## src/inc/vxp_pkg.sv

```systemverilog
`default_nettype none

package vxp_pkg;

    // -------------------------------------------------------------------------
    // Stream bytes
    // -------------------------------------------------------------------------
    localparam logic [7:0]  CODE_PRE_FF  = 8'hFF;
    localparam logic [7:0]  CODE_PRE_00  = 8'h00;
    localparam logic [7:0]  BLANK_LO     = 8'h80;
    localparam logic [7:0]  BLANK_HI     = 8'h10;

    // -------------------------------------------------------------------------
    // Output timing code modes
    // -------------------------------------------------------------------------
    localparam logic [2:0]  OTC_ITU      = 3'h0;
    localparam logic [2:0]  OTC_VERTICAL_GATE_WINDOW    = 3'h1;
    localparam logic [2:0]  OTC_NOCODE   = 3'h2;

    // -------------------------------------------------------------------------
    // Vertical timing, line numbers
    // -------------------------------------------------------------------------
    localparam logic [9:0]  LINE_FIRST   = 10'h001;
    localparam logic [9:0]  LINES_525    = 10'h20D;
    localparam logic [9:0]  LINES_625    = 10'h271;
    localparam logic [9:0]  L525_F1_END  = 10'h003;
    localparam logic [9:0]  L525_F2_BEG  = 10'h10A;
    localparam logic [9:0]  L525_V1_END  = 10'h013;
    localparam logic [9:0]  L525_V2_BEG  = 10'h108;
    localparam logic [9:0]  L525_V2_END  = 10'h11A;
    localparam logic [9:0]  L625_F_BEG   = 10'h139;
    localparam logic [9:0]  L625_V1_END  = 10'h016;
    localparam logic [9:0]  L625_V2_BEG  = 10'h137;
    localparam logic [9:0]  L625_V2_END  = 10'h14F;
    localparam logic [9:0]  L625_V3_BEG  = 10'h270;

    // -------------------------------------------------------------------------
    // Horizontal layout in bytes
    // -------------------------------------------------------------------------
    localparam logic [10:0] LINE_B525    = 11'h6B4;
    localparam logic [10:0] LINE_B625    = 11'h6C0;
    localparam logic [10:0] ACTIVE_B     = 11'h5A0;
    localparam logic [10:0] CODE_LEN     = 11'h004;

    // -------------------------------------------------------------------------
    // Trigger edge selection
    // -------------------------------------------------------------------------
    localparam logic [1:0]  EDGE_RISE    = 2'h1;
    localparam logic [1:0]  EDGE_FALL    = 2'h2;
    localparam logic [1:0]  EDGE_BOTH    = 2'h3;

    localparam logic [1:0]  SRC_PORT     = 2'h1;

    typedef enum logic [1:0] {
        ST_EAV   = 2'b00,
        ST_BLANK = 2'b01,
        ST_SAV   = 2'b11,
        ST_ACT   = 2'b10
    } vxp_ost_e;

endpackage : vxp_pkg

`default_nettype wire

```

## src/verilog/vxp_port.sv

```systemverilog
`timescale 1ns/100ps
`default_nettype none

module vxp_fifo #(
    parameter int WIDTH = 9,
    parameter int DEPTH = 8
) (
    input  wire logic             i_clk,
    input  wire logic             i_srst,
    input  wire logic [WIDTH-1:0] i_data,
    input  wire logic             i_valid,
    output logic                  o_ready,
    output logic      [WIDTH-1:0] o_data,
    output logic                  o_valid,
    input  wire logic             i_ready
);
    localparam int AW = $clog2(DEPTH);

    if (DEPTH < 2 || (1 << AW) != DEPTH)
        $error("vxp_fifo: DEPTH must be a power of two");

    logic [WIDTH-1:0] mem [DEPTH];
    logic [AW-1:0]    wr_q;
    logic [AW-1:0]    rd_q;
    logic [AW:0]      cnt_q;
    logic             wr;
    logic             rd;

    assign o_ready = cnt_q != (AW+1)'(DEPTH);
    assign o_valid = cnt_q != '0;
    assign o_data  = mem[rd_q];
    assign wr      = i_valid && o_ready;
    assign rd      = o_valid && i_ready;

    always_ff @(posedge i_clk)
    begin
        if (wr)
            mem[wr_q] <= i_data;
    end

    always_ff @(posedge i_clk)
    begin
        if (i_srst)
        begin
            wr_q  <= '0;
            rd_q  <= '0;
            cnt_q <= '0;
        end
        else
        begin
            wr_q  <= wr ? wr_q + 1'b1 : wr_q;
            rd_q  <= rd ? rd_q + 1'b1 : rd_q;
            cnt_q <= cnt_q + (AW+1)'(wr) - (AW+1)'(rd);
        end
    end
endmodule : vxp_fifo

module vxp_port
    import vxp_pkg::*;
#(
    parameter int PIX_DIV = 4,
    parameter int FIFO_DEPTH = 8
) (
    input  wire logic       I_REF_CLK,
    input  wire logic       I_SRST,
    input  wire logic       I_PORT_OUT_EN,
    input  wire logic       I_STD_625,
    input  wire logic [2:0] I_OUTPUT_TIMING_CODE_SELECT,
    input  wire logic [9:0] I_VERTICAL_GATE_WINDOW_START_LINE,
    input  wire logic [9:0] I_VERTICAL_GATE_WINDOW_STOP_LINE,
    input  wire logic [7:0] I_DEC_DATA,
    input  wire logic       I_DEC_VALID,
    output logic            O_DEC_READY,
    output logic [7:0]      O_PORT_DATA_BUS,
    output logic            O_PORT_DATA_BUS_OE,
    output logic            O_FIELD,
    output logic            O_VBLANK,
    input  wire logic [7:0] I_PORT_DATA_BUS,
    input  wire logic       I_PORT_CLOCK,
    input  wire logic       I_PORT_QUALIFIER,
    input  wire logic       I_PORT_HORIZONTAL_REF,
    input  wire logic       I_PORT_VERTICAL_REF,
    input  wire logic       I_EMBEDDED_CODES,
    input  wire logic [1:0] I_SCALER_SOURCE_SELECT,
    input  wire logic [2:0] I_INPUT_FORMAT_SELECT,
    input  wire logic [1:0] I_FIELD_DETECT_VERTICAL_CFG,
    input  wire logic [1:0] I_FIELD_DETECT_HORIZONTAL_CFG,
    input  wire logic [3:0] I_VERTICAL_TRIGGER_EDGE_CFG,
    input  wire logic [1:0] I_HORIZONTAL_TRIGGER_EDGE_CFG,
    input  wire logic [1:0] I_QUALIFIER_POLARITY,
    input  wire logic [1:0] I_GATED_CLOCK_MODE,
    output logic            O_PORT_READY,
    output logic [7:0]      O_SCL_DATA,
    output logic            O_SCL_FIELD,
    output logic            O_SCL_VALID,
    input  wire logic       I_SCL_READY,
    output logic [2:0]      O_SCL_FORMAT,
    output logic [1:0]      O_H_TRIG,
    output logic [1:0]      O_V_TRIG,
    output logic [1:0]      O_IN_FIELD,
    output logic [7:0]      O_VBI_DATA,
    output logic            O_VBI_VALID
);
    if (PIX_DIV < 1)
        $error("vxp_port: PIX_DIV must be at least 1");

    localparam int DW = $clog2(PIX_DIV + 1);
    localparam int CLK_B = 8;
    localparam int QUAL_B = 9;
    localparam int HREF_B = 10;
    localparam int VREF_B = 11;

    // -------------------------------------------------------------------------
    // Helpers
    // -------------------------------------------------------------------------
    function automatic logic [1:0] fv_of(input logic [9:0] ln, input logic is625,
                                         input logic alt, input logic [9:0] vs,
                                         input logic [9:0] ve);
        logic f;
        logic v;
        if (is625)
        begin
            f = ln >= L625_F_BEG;
            v = ln <= L625_V1_END || (ln >= L625_V2_BEG && ln <= L625_V2_END)
                || ln >= L625_V3_BEG;
        end
        else
        begin
            f = ln <= L525_F1_END || ln >= L525_F2_BEG;
            v = ln <= L525_V1_END || (ln >= L525_V2_BEG && ln <= L525_V2_END);
        end
        if (alt)
            v = ln < vs || ln >= ve;
        return {f, v};
    endfunction : fv_of

    function automatic logic edge_hit(input logic [1:0] cfg, input logic r, input logic f);
        case (cfg)
            EDGE_RISE: return r;
            EDGE_FALL: return f;
            EDGE_BOTH: return r | f;
            default:   return 1'b0;
        endcase
    endfunction : edge_hit

    // -------------------------------------------------------------------------
    // Output stream generator
    // -------------------------------------------------------------------------
    logic [DW-1:0] div_q;
    logic          pix_en_q;
    vxp_ost_e      st_q;
    logic [10:0]   byte_q;
    logic [9:0]    line_q;
    logic          f_q;
    logic          v_q;
    logic          std_q;
    logic          alt_q;
    logic [9:0]    vs_q;
    logic [9:0]    ve_q;
    logic [7:0]    out_q;
    logic          oe_q;
    logic          code_q;
    logic          act_q;
    logic [10:0]   line_len;
    logic [10:0]   sav_pos;
    logic          line_end;
    logic [9:0]    next_line;
    logic          nocode;
    logic [7:0]    code_byte;
    logic [7:0]    blank_byte;

    assign line_len   = std_q ? LINE_B625 : LINE_B525;
    assign sav_pos    = line_len - ACTIVE_B - CODE_LEN;
    assign line_end   = byte_q >= line_len - 11'h1;
    assign next_line  = line_q >= (std_q ? LINES_625 : LINES_525) ? LINE_FIRST : line_q + 10'h1;
    assign nocode     = I_OUTPUT_TIMING_CODE_SELECT == OTC_NOCODE;
    assign blank_byte = byte_q[0] ? BLANK_HI : BLANK_LO;

    always_comb
    begin
        case (byte_q[1:0])
            2'h0:    code_byte = CODE_PRE_FF;
            2'h3:    code_byte = {1'b1, f_q, v_q, st_q == ST_EAV,
                                  v_q ^ (st_q == ST_EAV), f_q ^ (st_q == ST_EAV),
                                  f_q ^ v_q, f_q ^ v_q ^ (st_q == ST_EAV)};
            default: code_byte = CODE_PRE_00;
        endcase
    end

    always_ff @(posedge I_REF_CLK)
    begin
        if (I_SRST || div_q >= DW'(PIX_DIV - 1))
            div_q <= '0;
        else
            div_q <= div_q + 1'b1;
        pix_en_q <= !I_SRST && div_q == '0;
    end

    always_ff @(posedge I_REF_CLK)
    begin
        if (I_SRST)
        begin
            st_q   <= ST_EAV;
            byte_q <= '0;
        end
        else if (pix_en_q)
        begin
            byte_q <= line_end ? 11'h0 : byte_q + 11'h1;
            case (st_q)
                ST_EAV:   st_q <= byte_q >= CODE_LEN - 11'h1 ? ST_BLANK : ST_EAV;
                ST_BLANK: st_q <= byte_q >= sav_pos - 11'h1 ? ST_SAV : ST_BLANK;
                ST_SAV:   st_q <= byte_q >= sav_pos + CODE_LEN - 11'h1 ? ST_ACT : ST_SAV;
                ST_ACT:   st_q <= line_end ? ST_EAV : ST_ACT;
                default:  st_q <= ST_EAV;
            endcase
        end
    end

    // Line settings are latched at the line boundary so flags move only with EAV
    always_ff @(posedge I_REF_CLK)
    begin
        if (I_SRST)
        begin
            line_q <= LINE_FIRST;
            // Line 1 of 525-line timing is second field and blanked
            {f_q, v_q} <= 2'h3;
            std_q  <= 1'b0;
            alt_q  <= 1'b0;
            vs_q   <= '0;
            ve_q   <= '0;
        end
        else if (pix_en_q && st_q == ST_ACT && line_end)
        begin
            line_q <= next_line;
            {f_q, v_q} <= fv_of(next_line, I_STD_625,
                                I_OUTPUT_TIMING_CODE_SELECT == OTC_VERTICAL_GATE_WINDOW,
                                I_VERTICAL_GATE_WINDOW_START_LINE, I_VERTICAL_GATE_WINDOW_STOP_LINE);
            std_q  <= I_STD_625;
            alt_q  <= I_OUTPUT_TIMING_CODE_SELECT == OTC_VERTICAL_GATE_WINDOW;
            vs_q   <= I_VERTICAL_GATE_WINDOW_START_LINE;
            ve_q   <= I_VERTICAL_GATE_WINDOW_STOP_LINE;
        end
    end

    always_ff @(posedge I_REF_CLK)
    begin
        if (I_SRST)
        begin
            out_q  <= BLANK_LO;
            oe_q   <= 1'b0;
            code_q <= 1'b0;
            act_q  <= 1'b0;
        end
        else
        begin
            oe_q <= I_PORT_OUT_EN;
            if (pix_en_q)
            begin
                act_q  <= st_q == ST_ACT;
                code_q <= (st_q == ST_EAV || st_q == ST_SAV) && !nocode;
                if (st_q == ST_ACT)
                    out_q <= I_DEC_DATA;
                else if (st_q == ST_BLANK || nocode)
                    out_q <= blank_byte;
                else
                    out_q <= code_byte;
            end
        end
    end

    assign O_PORT_DATA_BUS    = out_q;
    assign O_PORT_DATA_BUS_OE = oe_q;
    assign O_FIELD            = f_q;
    assign O_VBLANK           = v_q;

    // -------------------------------------------------------------------------
    // Input pin synchronisers
    // -------------------------------------------------------------------------
    logic [11:0] pin_s1;
    logic [11:0] pin_s2;
    logic [11:0] pin_s3;
    logic [11:0] lvl_q;
    logic [11:0] lvl_d;
    logic [11:0] pin_rise;
    logic [11:0] pin_fall;

    // A pin level is taken over only where the last two stages agree
    assign lvl_d    = (pin_s2 & ~(pin_s2 ^ pin_s3)) | (lvl_q & (pin_s2 ^ pin_s3));
    assign pin_rise = lvl_d & ~lvl_q;
    assign pin_fall = ~lvl_d & lvl_q;

    always_ff @(posedge I_REF_CLK)
    begin
        if (I_SRST)
        begin
            pin_s1 <= '0;
            pin_s2 <= '0;
            pin_s3 <= '0;
            lvl_q  <= '0;
        end
        else
        begin
            pin_s1 <= {I_PORT_VERTICAL_REF, I_PORT_HORIZONTAL_REF, I_PORT_QUALIFIER,
                       I_PORT_CLOCK, I_PORT_DATA_BUS};
            pin_s2 <= pin_s1;
            pin_s3 <= pin_s2;
            lvl_q  <= lvl_d;
        end
    end

    // -------------------------------------------------------------------------
    // Input capture, embedded codes, triggers and field; path 0 scaler, 1 VBI
    // -------------------------------------------------------------------------
    logic [1:0]  acc;
    logic [1:0]  acc_q;
    logic [7:0]  byte_q_in;
    logic [23:0] hist_q;
    logic        code_hit;
    logic        emb_f_q;
    logic        emb_v_q;
    logic        emb_vr;
    logic        emb_vf;
    logic        emb_sav;
    logic        v_r;
    logic        v_f;
    logic [1:0]  fld_q;
    logic [1:0]  h_trig_q;
    logic [1:0]  v_trig_q;

    // Gated clock mode: every rising clock edge carries data; otherwise qualifier with polarity
    assign acc = {2{pin_rise[CLK_B] && !I_PORT_OUT_EN}}
                 & (I_GATED_CLOCK_MODE
                    | ({2{lvl_d[QUAL_B]}} ^ I_QUALIFIER_POLARITY));
    assign code_hit = acc[0] && hist_q == {CODE_PRE_FF, CODE_PRE_00, CODE_PRE_00};
    // Only bits 6 to 4 of a received status byte are used
    assign emb_vr   = code_hit && lvl_d[5] && !emb_v_q;
    assign emb_vf   = code_hit && !lvl_d[5] && emb_v_q;
    assign emb_sav  = code_hit && !lvl_d[4];
    assign v_r      = I_EMBEDDED_CODES ? emb_vr : pin_rise[VREF_B];
    assign v_f      = I_EMBEDDED_CODES ? emb_vf : pin_fall[VREF_B];

    always_ff @(posedge I_REF_CLK)
    begin
        if (I_SRST)
        begin
            acc_q     <= '0;
            byte_q_in <= '0;
            hist_q    <= '0;
            emb_f_q   <= 1'b0;
            emb_v_q   <= 1'b0;
        end
        else
        begin
            acc_q <= acc;
            if (acc != '0)
                byte_q_in <= lvl_d[7:0];
            if (acc[0])
                hist_q <= {hist_q[15:0], lvl_d[7:0]};
            if (code_hit)
            begin
                emb_f_q <= lvl_d[6];
                emb_v_q <= lvl_d[5];
            end
        end
    end

    always_ff @(posedge I_REF_CLK)
    begin
        if (I_SRST)
        begin
            fld_q    <= '0;
            h_trig_q <= '0;
            v_trig_q <= '0;
        end
        else
        begin
            for (int p = 0; p < 2; p++)
            begin
                h_trig_q[p] <= I_EMBEDDED_CODES ? emb_sav :
                               I_HORIZONTAL_TRIGGER_EDGE_CFG[p] ? pin_fall[HREF_B] : pin_rise[HREF_B];
                v_trig_q[p] <= edge_hit(I_VERTICAL_TRIGGER_EDGE_CFG[2*p +: 2], v_r, v_f);
                if (I_EMBEDDED_CODES)
                    fld_q[p] <= code_hit ? lvl_d[6] : fld_q[p];
                else if (I_FIELD_DETECT_VERTICAL_CFG[p])
                    fld_q[p] <= lvl_d[VREF_B];
                else if (pin_rise[VREF_B])
                    fld_q[p] <= lvl_d[HREF_B] ^ I_FIELD_DETECT_HORIZONTAL_CFG[p];
            end
        end
    end

    assign O_H_TRIG     = h_trig_q;
    assign O_V_TRIG     = v_trig_q;
    assign O_IN_FIELD   = fld_q;
    assign O_VBI_DATA   = byte_q_in;
    assign O_VBI_VALID  = acc_q[1];
    assign O_SCL_FORMAT = I_INPUT_FORMAT_SELECT;

    // -------------------------------------------------------------------------
    // Scaler source selection and buffer
    // -------------------------------------------------------------------------
    logic       port_sel;
    logic       fifo_rdy;
    logic       push;
    logic [8:0] push_data;

    // Port samples have no stall; the ready output lets the sender hold off
    assign port_sel    = !I_PORT_OUT_EN && I_SCALER_SOURCE_SELECT == SRC_PORT;
    assign push        = port_sel ? acc_q[0] : I_DEC_VALID;
    assign push_data   = port_sel ? {fld_q[0], byte_q_in} : {f_q, I_DEC_DATA};
    assign O_DEC_READY = fifo_rdy && !port_sel;
    assign O_PORT_READY = fifo_rdy && port_sel;

    vxp_fifo #(
        .WIDTH (9),
        .DEPTH (FIFO_DEPTH)
    ) u_fifo (
        .i_clk   (I_REF_CLK),
        .i_srst  (I_SRST),
        .i_data  (push_data),
        .i_valid (push),
        .o_ready (fifo_rdy),
        .o_data  ({O_SCL_FIELD, O_SCL_DATA}),
        .o_valid (O_SCL_VALID),
        .i_ready (I_SCL_READY)
    );
endmodule : vxp_port

`default_nettype wire

```

## config.mk

```make
export PLATFORM = sky130hd
export DESIGN_NAME = vxp_port
export DESIGN_NICKNAME = d
export VERILOG_FILES = /design/src/inc/vxp_pkg.sv /design/src/verilog/vxp_port.sv
export SDC_FILE = /design/constraint.sdc
export NUM_CORES = 1
export LEC_CHECK = 0
export BUFFER_PORTS_ARGS = -buffer_cell sky130_fd_sc_hd__buf_2
export CORE_MARGIN = 1.5
export CORE_UTILIZATION = 57
export CTS_CLUSTER_DIAMETER = 200
export DETAILED_ROUTE_END_ITERATION = 10
export GPL_TIMING_DRIVEN = 1
export PLACE_DENSITY = 0.78
export RECOVER_POWER = 25
export SETUP_SLACK_MARGIN = 0.5
export SYNTH_ARGS = -nofsm -noshare
export SYNTH_HDL_FRONTEND = slang
export SYNTH_SLANG_ARGS = --single-unit
export TNS_END_PERCENT = 30
```

## constraint.sdc

```tcl
create_clock -name I_REF_CLK -period 8.1 [get_ports I_REF_CLK]
set_input_delay 1.62 -clock I_REF_CLK [delete_from_list [all_inputs] [get_ports I_REF_CLK]]
set_output_delay 1.62 -clock I_REF_CLK [all_outputs]
set_load 0.05 [all_outputs]
```

== Yosys cells after proc, flatten, opt, wreduce, memory -nomap -nowiden ==
Memory sizes are Yosys's and may differ from the RTL's. A register that Yosys moved wholly into a read port is not among the register bits.
Index checks and enable logic that the tools add are counted.
Cells by class
  add/subtract/negate cells: 13
  magnitude comparators: 18
  equality and inequality tests: 16
  multiplexer cells: 37
  bitwise gates (word level): 19
  reduce and logical (&&, ||, !) cells: 39
Operators by type and width (count)
  12-bit bitwise AND: 4
  10-bit by 9-bit >= comparator with 1-bit output (second input constant): 4
  12-bit NOT: 3
  11-bit >= comparator: 3
  24-bit equality test (second input constant): 1
  8-bit two-way mux: 3
  11-bit by 1-bit subtractor with 11-bit output (second input constant): 2
  1-bit two-way mux: 21
  10-bit >= comparator: 2
  10-bit by 5-bit <= comparator with 1-bit output (second input constant): 2
  10-bit by 9-bit <= comparator with 1-bit output (second input constant): 2
  1-bit logical AND: 17
  8-bit one-hot mux with 2 select lines: 1
  2-bit equality test (second input constant): 7
  7-bit two-way mux: 2
  12-bit bitwise OR: 1
  12-bit XOR: 1
  11-bit by 1-bit adder with 11-bit output (second input constant): 1
  11-bit by 3-bit adder with 11-bit output (second input constant): 1
  11-bit by 2-bit >= comparator with 1-bit output (second input constant): 1
  11-bit two-way mux: 1
  10-bit by 2-bit subtractor with 11-bit output (second input constant): 1
  11-bit subtractor (second input constant): 1
  11-bit by 3-bit subtractor with 11-bit output (second input constant): 1
  other kinds (32): 59
Word-level totals
  register bits: 138
  memory bits (writable): 72
  input port bits: 69
  output and inout port bits: 41
  logic and storage cells: 168
  memories kept: 1
Memory list
  u_fifo.mem: words 8, width 9, read ports 1, clocked after memory_dff 1, wr ports 1, line vxp_port.sv:22  | logic [WIDTH-1:0] mem [DEPTH];

== Longest topological paths before layout ==
Gate-level depths: netlist of run 1.
  depth after elaboration: 13
  gate-level depth with buffers: 16
  gate-level depth less buffers: 14

== By module ==
From an unflattened synthesis of run 1, not the netlist that was laid out.
Unflattened totals
  cell total of the unflattened synthesis: 897
  area, all modules: 9934.5 um2
Modules (own cells, without submodules)
  vxp_port: instances 1, cells an instance 713, area each 6437.4 um2, sequential area each 2562.5 um2
  vxp_fifo: instances 1, cells an instance 184, area each 3497.1 um2, sequential area each 2422.3 um2

== Worst setup path after synthesis of run 1 ==
No wires, ideal clock.
  path type: input to output
  from: in I_SCALER_SOURCE_SELECT[1]
  to: out O_PORT_READY
  data arrival time: 3.087 ns
  data required time: 6.480 ns
  path slack: 3.393 ns
  stages on the path: 3
  path buffers: 1
  path through: nor3b_1 > clkbuf_1 > nor2b_1
Between the ends
  longest elaborated chain between the ends: 3
RTL lines
  start, declared: line vxp_port.sv:84  | input wire logic [1:0] I_SCALER_SOURCE_SELECT,
  2-bit by 1-bit equality test with 1-bit output: line vxp_port.sv:408  | assign port_sel = !I_PORT_OUT_EN && I_SCALER_SOURCE_SELECT == SRC_PORT;
  1-bit logical AND: line vxp_port.sv:408
  1-bit logical AND: line vxp_port.sv:412  | assign O_PORT_READY = fifo_rdy && port_sel;
  end, declared: line vxp_port.sv:92  | output logic O_PORT_READY,
No other way between the ends.

== Worst setup path in the final report of run 1 ==
Same ends and word-level chain as after synthesis.

==> flow_summary.ini, run 1 <==
[clock_tree]
ctsResizeCount = 0
clk_latency_ns = 0.50
post_cts_buffers = 0
cts_root_buffer = clkbuf_16
htreeDepth = 1
cts_sinks = 213
cts_tree = done
ctsHoldBuffers = 0
cts_made_buffers = 22
path_clk_slew_ns = 0.06
cts_buffer_depth = 3

[drt]
routed_wl_um = 21200
remaining_drc_errors = 0
wl_per_cell_um = 17.3
antenna_left = 0
via_per_inst = 5.64
num_vias = 6911
first_pass_iters = 4
drt-initial-drc-count = 424

[logic_synthesis]
synth_ff_type = dfxtp_1
seq_area_frac_synth_pct = 51.3
syn_area_um2 = 9730
syn_inst = 914
syn_nets = 1026
yosys.cell_types.count = 69
synthArstFlopShare_pct = 0
synth_edf_count = 72
ys_warn_count = 0
ys_ff_latch = 213
syn_avg_cell_area_um2 = 10.6

[setup_path]
critPathMaxFanout = 12
worstSetupPathType = input pin to output pin
critPathCaptureType = output pin
required_ns = 6.48
startpoint_type = input pin
arrival_ns = 3.01

[sta]
relSlewSlack_pct = -88.3
worst_pin_slew_ns = 2.82
final_max_slew_viol_count = 69
rsz0062_at_grt = no
fin_crit_ns = 4.63
clock_skew_ns = 0.0163
setup_viol = 0
fin_crit_sh_pct = 57.2
hold_violations = 0
fmax_ghz = 0.216
setup_tns_ns = 0

[power]
power.density_nw_per_um2 = 254
leakage_uw = 0.00455
peakVddDrop_mv = 0.174

[global_routing]
antenna_found_initial = 0
grt_max_degree = 69
grt_pass1_vias = 6816
grt_pass1_wl_um = 34500
grt-ovfl-total = 0
grt_util_all_layers_pct = 24.2

[place]
dp.cells = 1187
port_buffers = 103
hpwl_um = 14800
routabilityCongestion = 0.889
dpl-instance-area_um2 = 10300

[floorplanning]
fp.dieArea_um2 = 17900
die_y_um = 134
core.rowCount = 47
die_x_um = 134
start_util_pct = 58.4
io-pin-count = 110
fp.coreArea_um2 = 16600

[run]
drv.max_cap_violation_count = 1

[layout]
finalNonFillerCells = 1226
design_area_um2 = 11100
nNetsFinal = 1103
syn_to_final_growth_pct = 14.1
num_antenna_cells = 0
drive_above_1_share_pct = 18.4

[min_path]
hold_class = register to register

[status]
violations = max-capacitance violations, max-slew violations
status = finished with violations
## layout by cell type (no fill, tap or decap), types with 4 or more instances in the layout
cell       count
and3_1         6
nand4_1        8
xnor2_1       12
nor3b_1        8
ha_1          42
mux4_2        18
mux2_2        15
clkbuf_1       7
mux2i_1       36
nor2b_1       51
edfxtp_1      72
buf_2        101
inv_1         41
o21ai_0       34
maj3_1        11
bufinv_16      4
nand3_1       18
nor4_1         4
dfxtp_1      141
nor2_1       110
nand4b_1       4
clkbuf_16     23
nor3_1         6
nand2_1       51
a21o_1         6
xor2_1        20
nand2b_1       9
mux2_1         5
a21oi_1       46
o211ai_1      11
a211oi_1       6
a31oi_1        6
## metal layers
layer	vias up	track usage, %	wire length [um]
met1	3301	29.7	8710
met2	196	43.7	10900
li1	3376	-	-
met3	38	3.88	1060
met5	-	0	0
met4	0	7.61	565
## power breakdown
part | leakage (uW) | switching, uW | internal [uW]
sequential | 0.00180 | 75.9 | 1170
combinational | 0.00238 | 309 | 203
clock | 0.000369 | 397 | 663
## per-stage QoR
step,power [uW],utilization [%],hold WS (ns),setup slack [ns]
finish,2810,66.7,0.436,3.47
global route,2930,66.7,0.460,3.17
CTS,2840,66.7,0.435,3.63
detailed placement,1780,62.0,0.421,3.90
global placement,1760,62.0,0.417,3.95
floorplan,1650,-,0.414,3.39
## logic make-up after synthesis
group	count (synthesis)	synth area share [%]
AND/OR/NAND/NOR	300	15.4
flip-flops	213	51.3
AO/OA/AOI/OAI	146	9.52
buffers and inverters	95	4.04
multiplexers	74	10.2
adder cells (fa/ha/maj)	54	6.74
XOR/XNOR	32	2.88
## worst max-delay path, stage by stage
cell and delay, ns:
buf_2 0.10, nor3b_1 0.19, clkbuf_1 0.61, nor2b_1 0.21
buf_2 0.27
## final cells by class
| cell class | instances | area (um2) |
|---|---|---|
| inverters | 41 | 154 |
| repair buffers | 107 | 539 |
| fillers | 1295 | 5540 |
| well taps | 220 | 275 |
| clock inverters | 10 | 154 |
| multi-input cells | 606 | 4370 |
| clock buffers | 29 | 618 |
| flip-flops and latches | 213 | 4980 |
## cell usage after synthesis (3+ instances only)
library cell  instances  area (um2)
xnor2_1              12         105
o21ai_0              34         170
and2_1                3        18.8
buf_1                 5        18.8
dfxtp_1             141        2820
nand2b_1              9        56.3
nor3b_1               9        67.6
nor3_1                8        40.0
buf_4                 4        30.0
nor2b_1              51         319
a31oi_1               6        37.5
ha_1                 42         526
a21oi_1              46         230
mux2i_1              36         360
o211ai_1             11        82.6
nand3_1              18        90.1
nor4b_1               3        26.3
clkbuf_1             28         105
or3_1                 3        18.8
o21a_1                3        22.5
o21ai_1               4        20.0
edfxtp_1             72        2160
maj3_1               11         110
buf_2                16        80.1
mux4_2               18         405
a21o_1                6        45.0
inv_1                41         154
nand4b_1              4        35.0
xor2_1               20         175
nand2_1              51         191
and3_1                6        37.5
nand4_1               8        50.1
o21bai_1              3        22.5
a211oi_1              6        45.0
nor4_1                4        25.0
nor2_1              110         413
mux2_2               20         225
## flip-flops by register name, summed over array words and instances, names as in the netlist, 3 cells and up, named ones only
signal,flops
u_fifo.mem,72
hist_q,24
lvl_q,12
pin_s1,12
pin_s2,12
pin_s3,12
byte_q,11
line_q,10
O_PORT_DATA_BUS,8
O_VBI_DATA,8
u_fifo.cnt_q,4
div_q,3
u_fifo.rd_q,3
u_fifo.wr_q,3
## final timing paths
kind                                 to  cells past startpoint                      start  slack, ns
hold / removal     pin_s2[2]$_SDFF_PP0_                      1       pin_s1[2]$_SDFF_PP0_       0.44
hold reg to reg    pin_s2[2]$_SDFF_PP0_                      1       pin_s1[2]$_SDFF_PP0_       0.44
setup reg to reg  O_VBLANK$_SDFFE_PP1P_                     13     line_q[0]$_SDFFE_PP1P_       4.12
setup / recovery           O_PORT_READY                      5  I_SCALER_SOURCE_SELECT[1]       3.47
Note: power is estimated with default switching activity, not from simulation.
==> inputs of run 2 (changes only) <==
--- a/config.mk
+++ b/config.mk
@@ -5,13 +5,14 @@
 export SDC_FILE = /design/constraint.sdc
 export NUM_CORES = 1
 export LEC_CHECK = 0
+export ABC_AREA = 1
 export BUFFER_PORTS_ARGS = -buffer_cell sky130_fd_sc_hd__buf_2
 export CORE_MARGIN = 1.5
-export CORE_UTILIZATION = 57
+export CORE_UTILIZATION = 53
 export CTS_CLUSTER_DIAMETER = 200
 export DETAILED_ROUTE_END_ITERATION = 10
 export GPL_TIMING_DRIVEN = 1
-export PLACE_DENSITY = 0.78
+export PLACE_DENSITY = 0.76
 export RECOVER_POWER = 25
 export SETUP_SLACK_MARGIN = 0.5
 export SYNTH_ARGS = -nofsm -noshare
==> constraint.sdc (replaced) <==
create_clock -name I_REF_CLK -period 3.8 [get_ports I_REF_CLK]
set_input_delay 0.76 -clock I_REF_CLK [delete_from_list [all_inputs] [get_ports I_REF_CLK]]
set_output_delay 0.76 -clock I_REF_CLK [all_outputs]
set_load 0.05 [all_outputs]
==> run 2 against run 1 <==
Compared with the run above: the flow still finishes with violations (max-capacitance violations, max-slew violations); global-route usage fell by 0.74 points; sequential power rose by 110%; clock skew fell by 0.0043 ns; clock power rose by 110%; register-to-register slack got worse by 3.2 ns; largest cell class unchanged; sequential share of layout area fell by 0.19 points; via count rose by 15%; synthesized cell count rose by 26%; count of clock-buffer cells in the layout fell by 4; die area rose by 7.7%.
==> flow_summary.ini, run 2 <==
[setup_path]
arrival_ns = 3.46
startpoint_type = input pin
critPathMaxFanout = 67
required_ns = 4.07
critPathCaptureType = register
worstSetupPathType = input pin to register

[power]
finalPower_uw = 6110
power.density_nw_per_um2 = 548
peakVddDrop_mv = 0.459
leakage_uw = 0.00481

[layout]
final_common_cell = nor2_1
register_area_um2 = 4990
drive_above_1_share_pct = 13.6
num_antenna_cells = 0
top_register = u_fifo.mem
largestRegisters = u_fifo.mem x72, hist_q x24
multi_input_area_um2 = 3970
nFillCells = 1559
nNetsFinal = 1359
final_cell_mix = nor2_1 (188), inv_1 (160), nand2_1 (147), dfxtp_1 (140), buf_2 (103)
largest_reg_flops = 72
syn_to_final_growth_pct = 14.3

[floorplanning]
fp.coreArea_um2 = 18000
io-pin-count = 110
die_y_um = 139
fp.dieArea_um2 = 19200
core.rowCount = 49
die_x_um = 139
start_util_pct = 54.1

[clock_tree]
clk_latency_ns = 0.50
cts_tree = done
cts_buffer_depth = 3
cts_root_buffer = clkbuf_16
cts_made_buffers = 22
cts_sinks = 213
htreeDepth = 1
path_clk_slew_ns = 0.06

[drt]
met1Wirelength_um = 10200
wl_met3_um = 1650
via_per_inst = 5.35
remaining_drc_errors = 0
first_pass_iters = 5
wl_met2_um = 10300
wl_per_cell_um = 15.3
routed_wl_um = 22800
drt-initial-drc-count = 658
antenna_left = 0
highest_layer = met4
num_vias = 7982

[sta]
clock_skew_ns = 0.0120
relSlewSlack_pct = -102
final_max_slew_viol_count = 68
setup_tns_ns = 0
fin_crit_sh_pct = 84.0
fin_crit_ns = 3.19
setup_viol = 0
fmax_ghz = 0.313
worst_pin_slew_ns = 3.03
rsz0062_at_grt = no
hold_violations = 0

[logic_synthesis]
syn_area_um2 = 9750
yosys-top-cells-area = dfxtp_1 (29%), edfxtp_1 (22%), nor2_1 (7.2%)
ys_top_cells_by_count = nor2_1 (188), inv_1 (161), nand2_1 (147)
syn_inst = 1155
yosys.cell_types.count = 51
synth.top_cell.area_share_pct = 28.9
syn_nets = 1267
ys_ff_latch = 213
synth_edf_count = 72
synthArstFlopShare_pct = 0
ys_warn_count = 0
yosys.area.top_type = dfxtp_1
synth_ff_type = dfxtp_1
seq_area_frac_synth_pct = 51.1
syn_avg_cell_area_um2 = 8.45
yosysMostFrequentCell = nor2_1

[min_path]
hold_class = register to register

[global_routing]
grt-ovfl-total = 0
grt_max_degree = 68
grt_util_all_layers_pct = 23.5
grt_pass1_vias = 7460
antenna_found_initial = 0
grt_pass1_wl_um = 36900

[place]
hpwl_um = 16000
port_buffers = 103
routabilityCongestion = 0.912

[run]
drv.max_cap_violation_count = 1

[status]
violations = max-capacitance violations, max-slew violations
status = finished with violations
run 2: cell count changes in the layout (fill, tap and decap cells not counted), sizes merged, moves of 9 or more:
| cell | delta |
|---|---|
| a21oi | +37 |
| a31oi | +13 |
| inv | +122 |
| mux2 | -12 |
| mux2i | -36 |
| mux4 | -18 |
| nand2 | +102 |
| nand2b | -9 |
| nand3 | +11 |
| nor2 | +84 |
| nor2b | -51 |
| nor3 | +14 |
| o21ai | +69 |
| xor2 | -11 |
run 2: where the power goes:
group,switching (uW),internal [uW],leakage (uW),total [uW]
Combinational,931,361,0.00265,1290
Sequential,122,2510,0.00180,2630
Clock,864,1320,0.000354,2190
Total,1920,4190,0.00481,6110
run 2: path summary, 6_finish.rpt:
| kind | to | slack, ns | startpoint | cells after the start |
|---|---|---|---|---|
| hold reg to reg | pin_s2[4]$_SDFF_PP0_ | 0.40 | pin_s1[4]$_SDFF_PP0_ | 2 |
| hold / removal | pin_s2[4]$_SDFF_PP0_ | 0.40 | pin_s1[4]$_SDFF_PP0_ | 2 |
| setup / recovery | emb_v_q$_SDFFE_PP0P_ | 0.61 | I_SRST | 5 |
| setup reg to reg | O_VBLANK$_SDFFE_PP1P_ | 0.88 | std_q$_SDFFE_PP0P_ | 21 |
run 2: kinds of logic after synthesis:
group           after synthesis  synth area share (%)
simple gates                423                  18.7
compound gates              243                  13.5
flops                       213                  51.1
buf+inv                     204                  8.18
fa+ha+maj                    50                  6.31
xor+xnor                     14                  1.26
mux                           8                 0.924
run 2: area by class of cell:
cell class              instances  share of cell area [%]
flip-flops and latches        213                    44.7
multi-input cells             738                    35.6
inverters                     165                    5.59
clock buffers                  25                    5.32
repair buffers                107                    4.83
well taps                     229                    2.57
clock inverters                14                    1.35
run 2: critical path: stages:
cell      delay [ns]
buf_2           0.09
clkbuf_1        2.14
nor2_1          0.19
nand2_1         0.18
o31ai_1         0.08
run 2: metal layers:
layer,up-vias,GRT usage (%)
met2,299,37.5
met3,45,4.18
met5,-,0
li1,4006,-
met4,0,7.68
met1,3632,32.5
run 2: repair_timing:
item	in CTS	in global routing
hold buffers	0	0
buffers inserted	0	0
endpoints found under the setup margin	0	9
gates resized for setup	0	2
endpoints found under the hold margin	0	0
run 2: metrics by stage:
stage                     std cells  utilization, %  instance area, um2  hold WS, ns  worst slack, ns
after floorplan                1155               -                9750        0.388            0.972
after global placement         1452            57.7               10400        0.389             1.02
after detailed placement       1452            57.7               10400        0.393            0.895
after CTS                      1491            61.9               11200        0.402            0.567
after global routing           1491            61.8               11100        0.411            0.283
final                          1491            61.8               11100        0.401            0.607
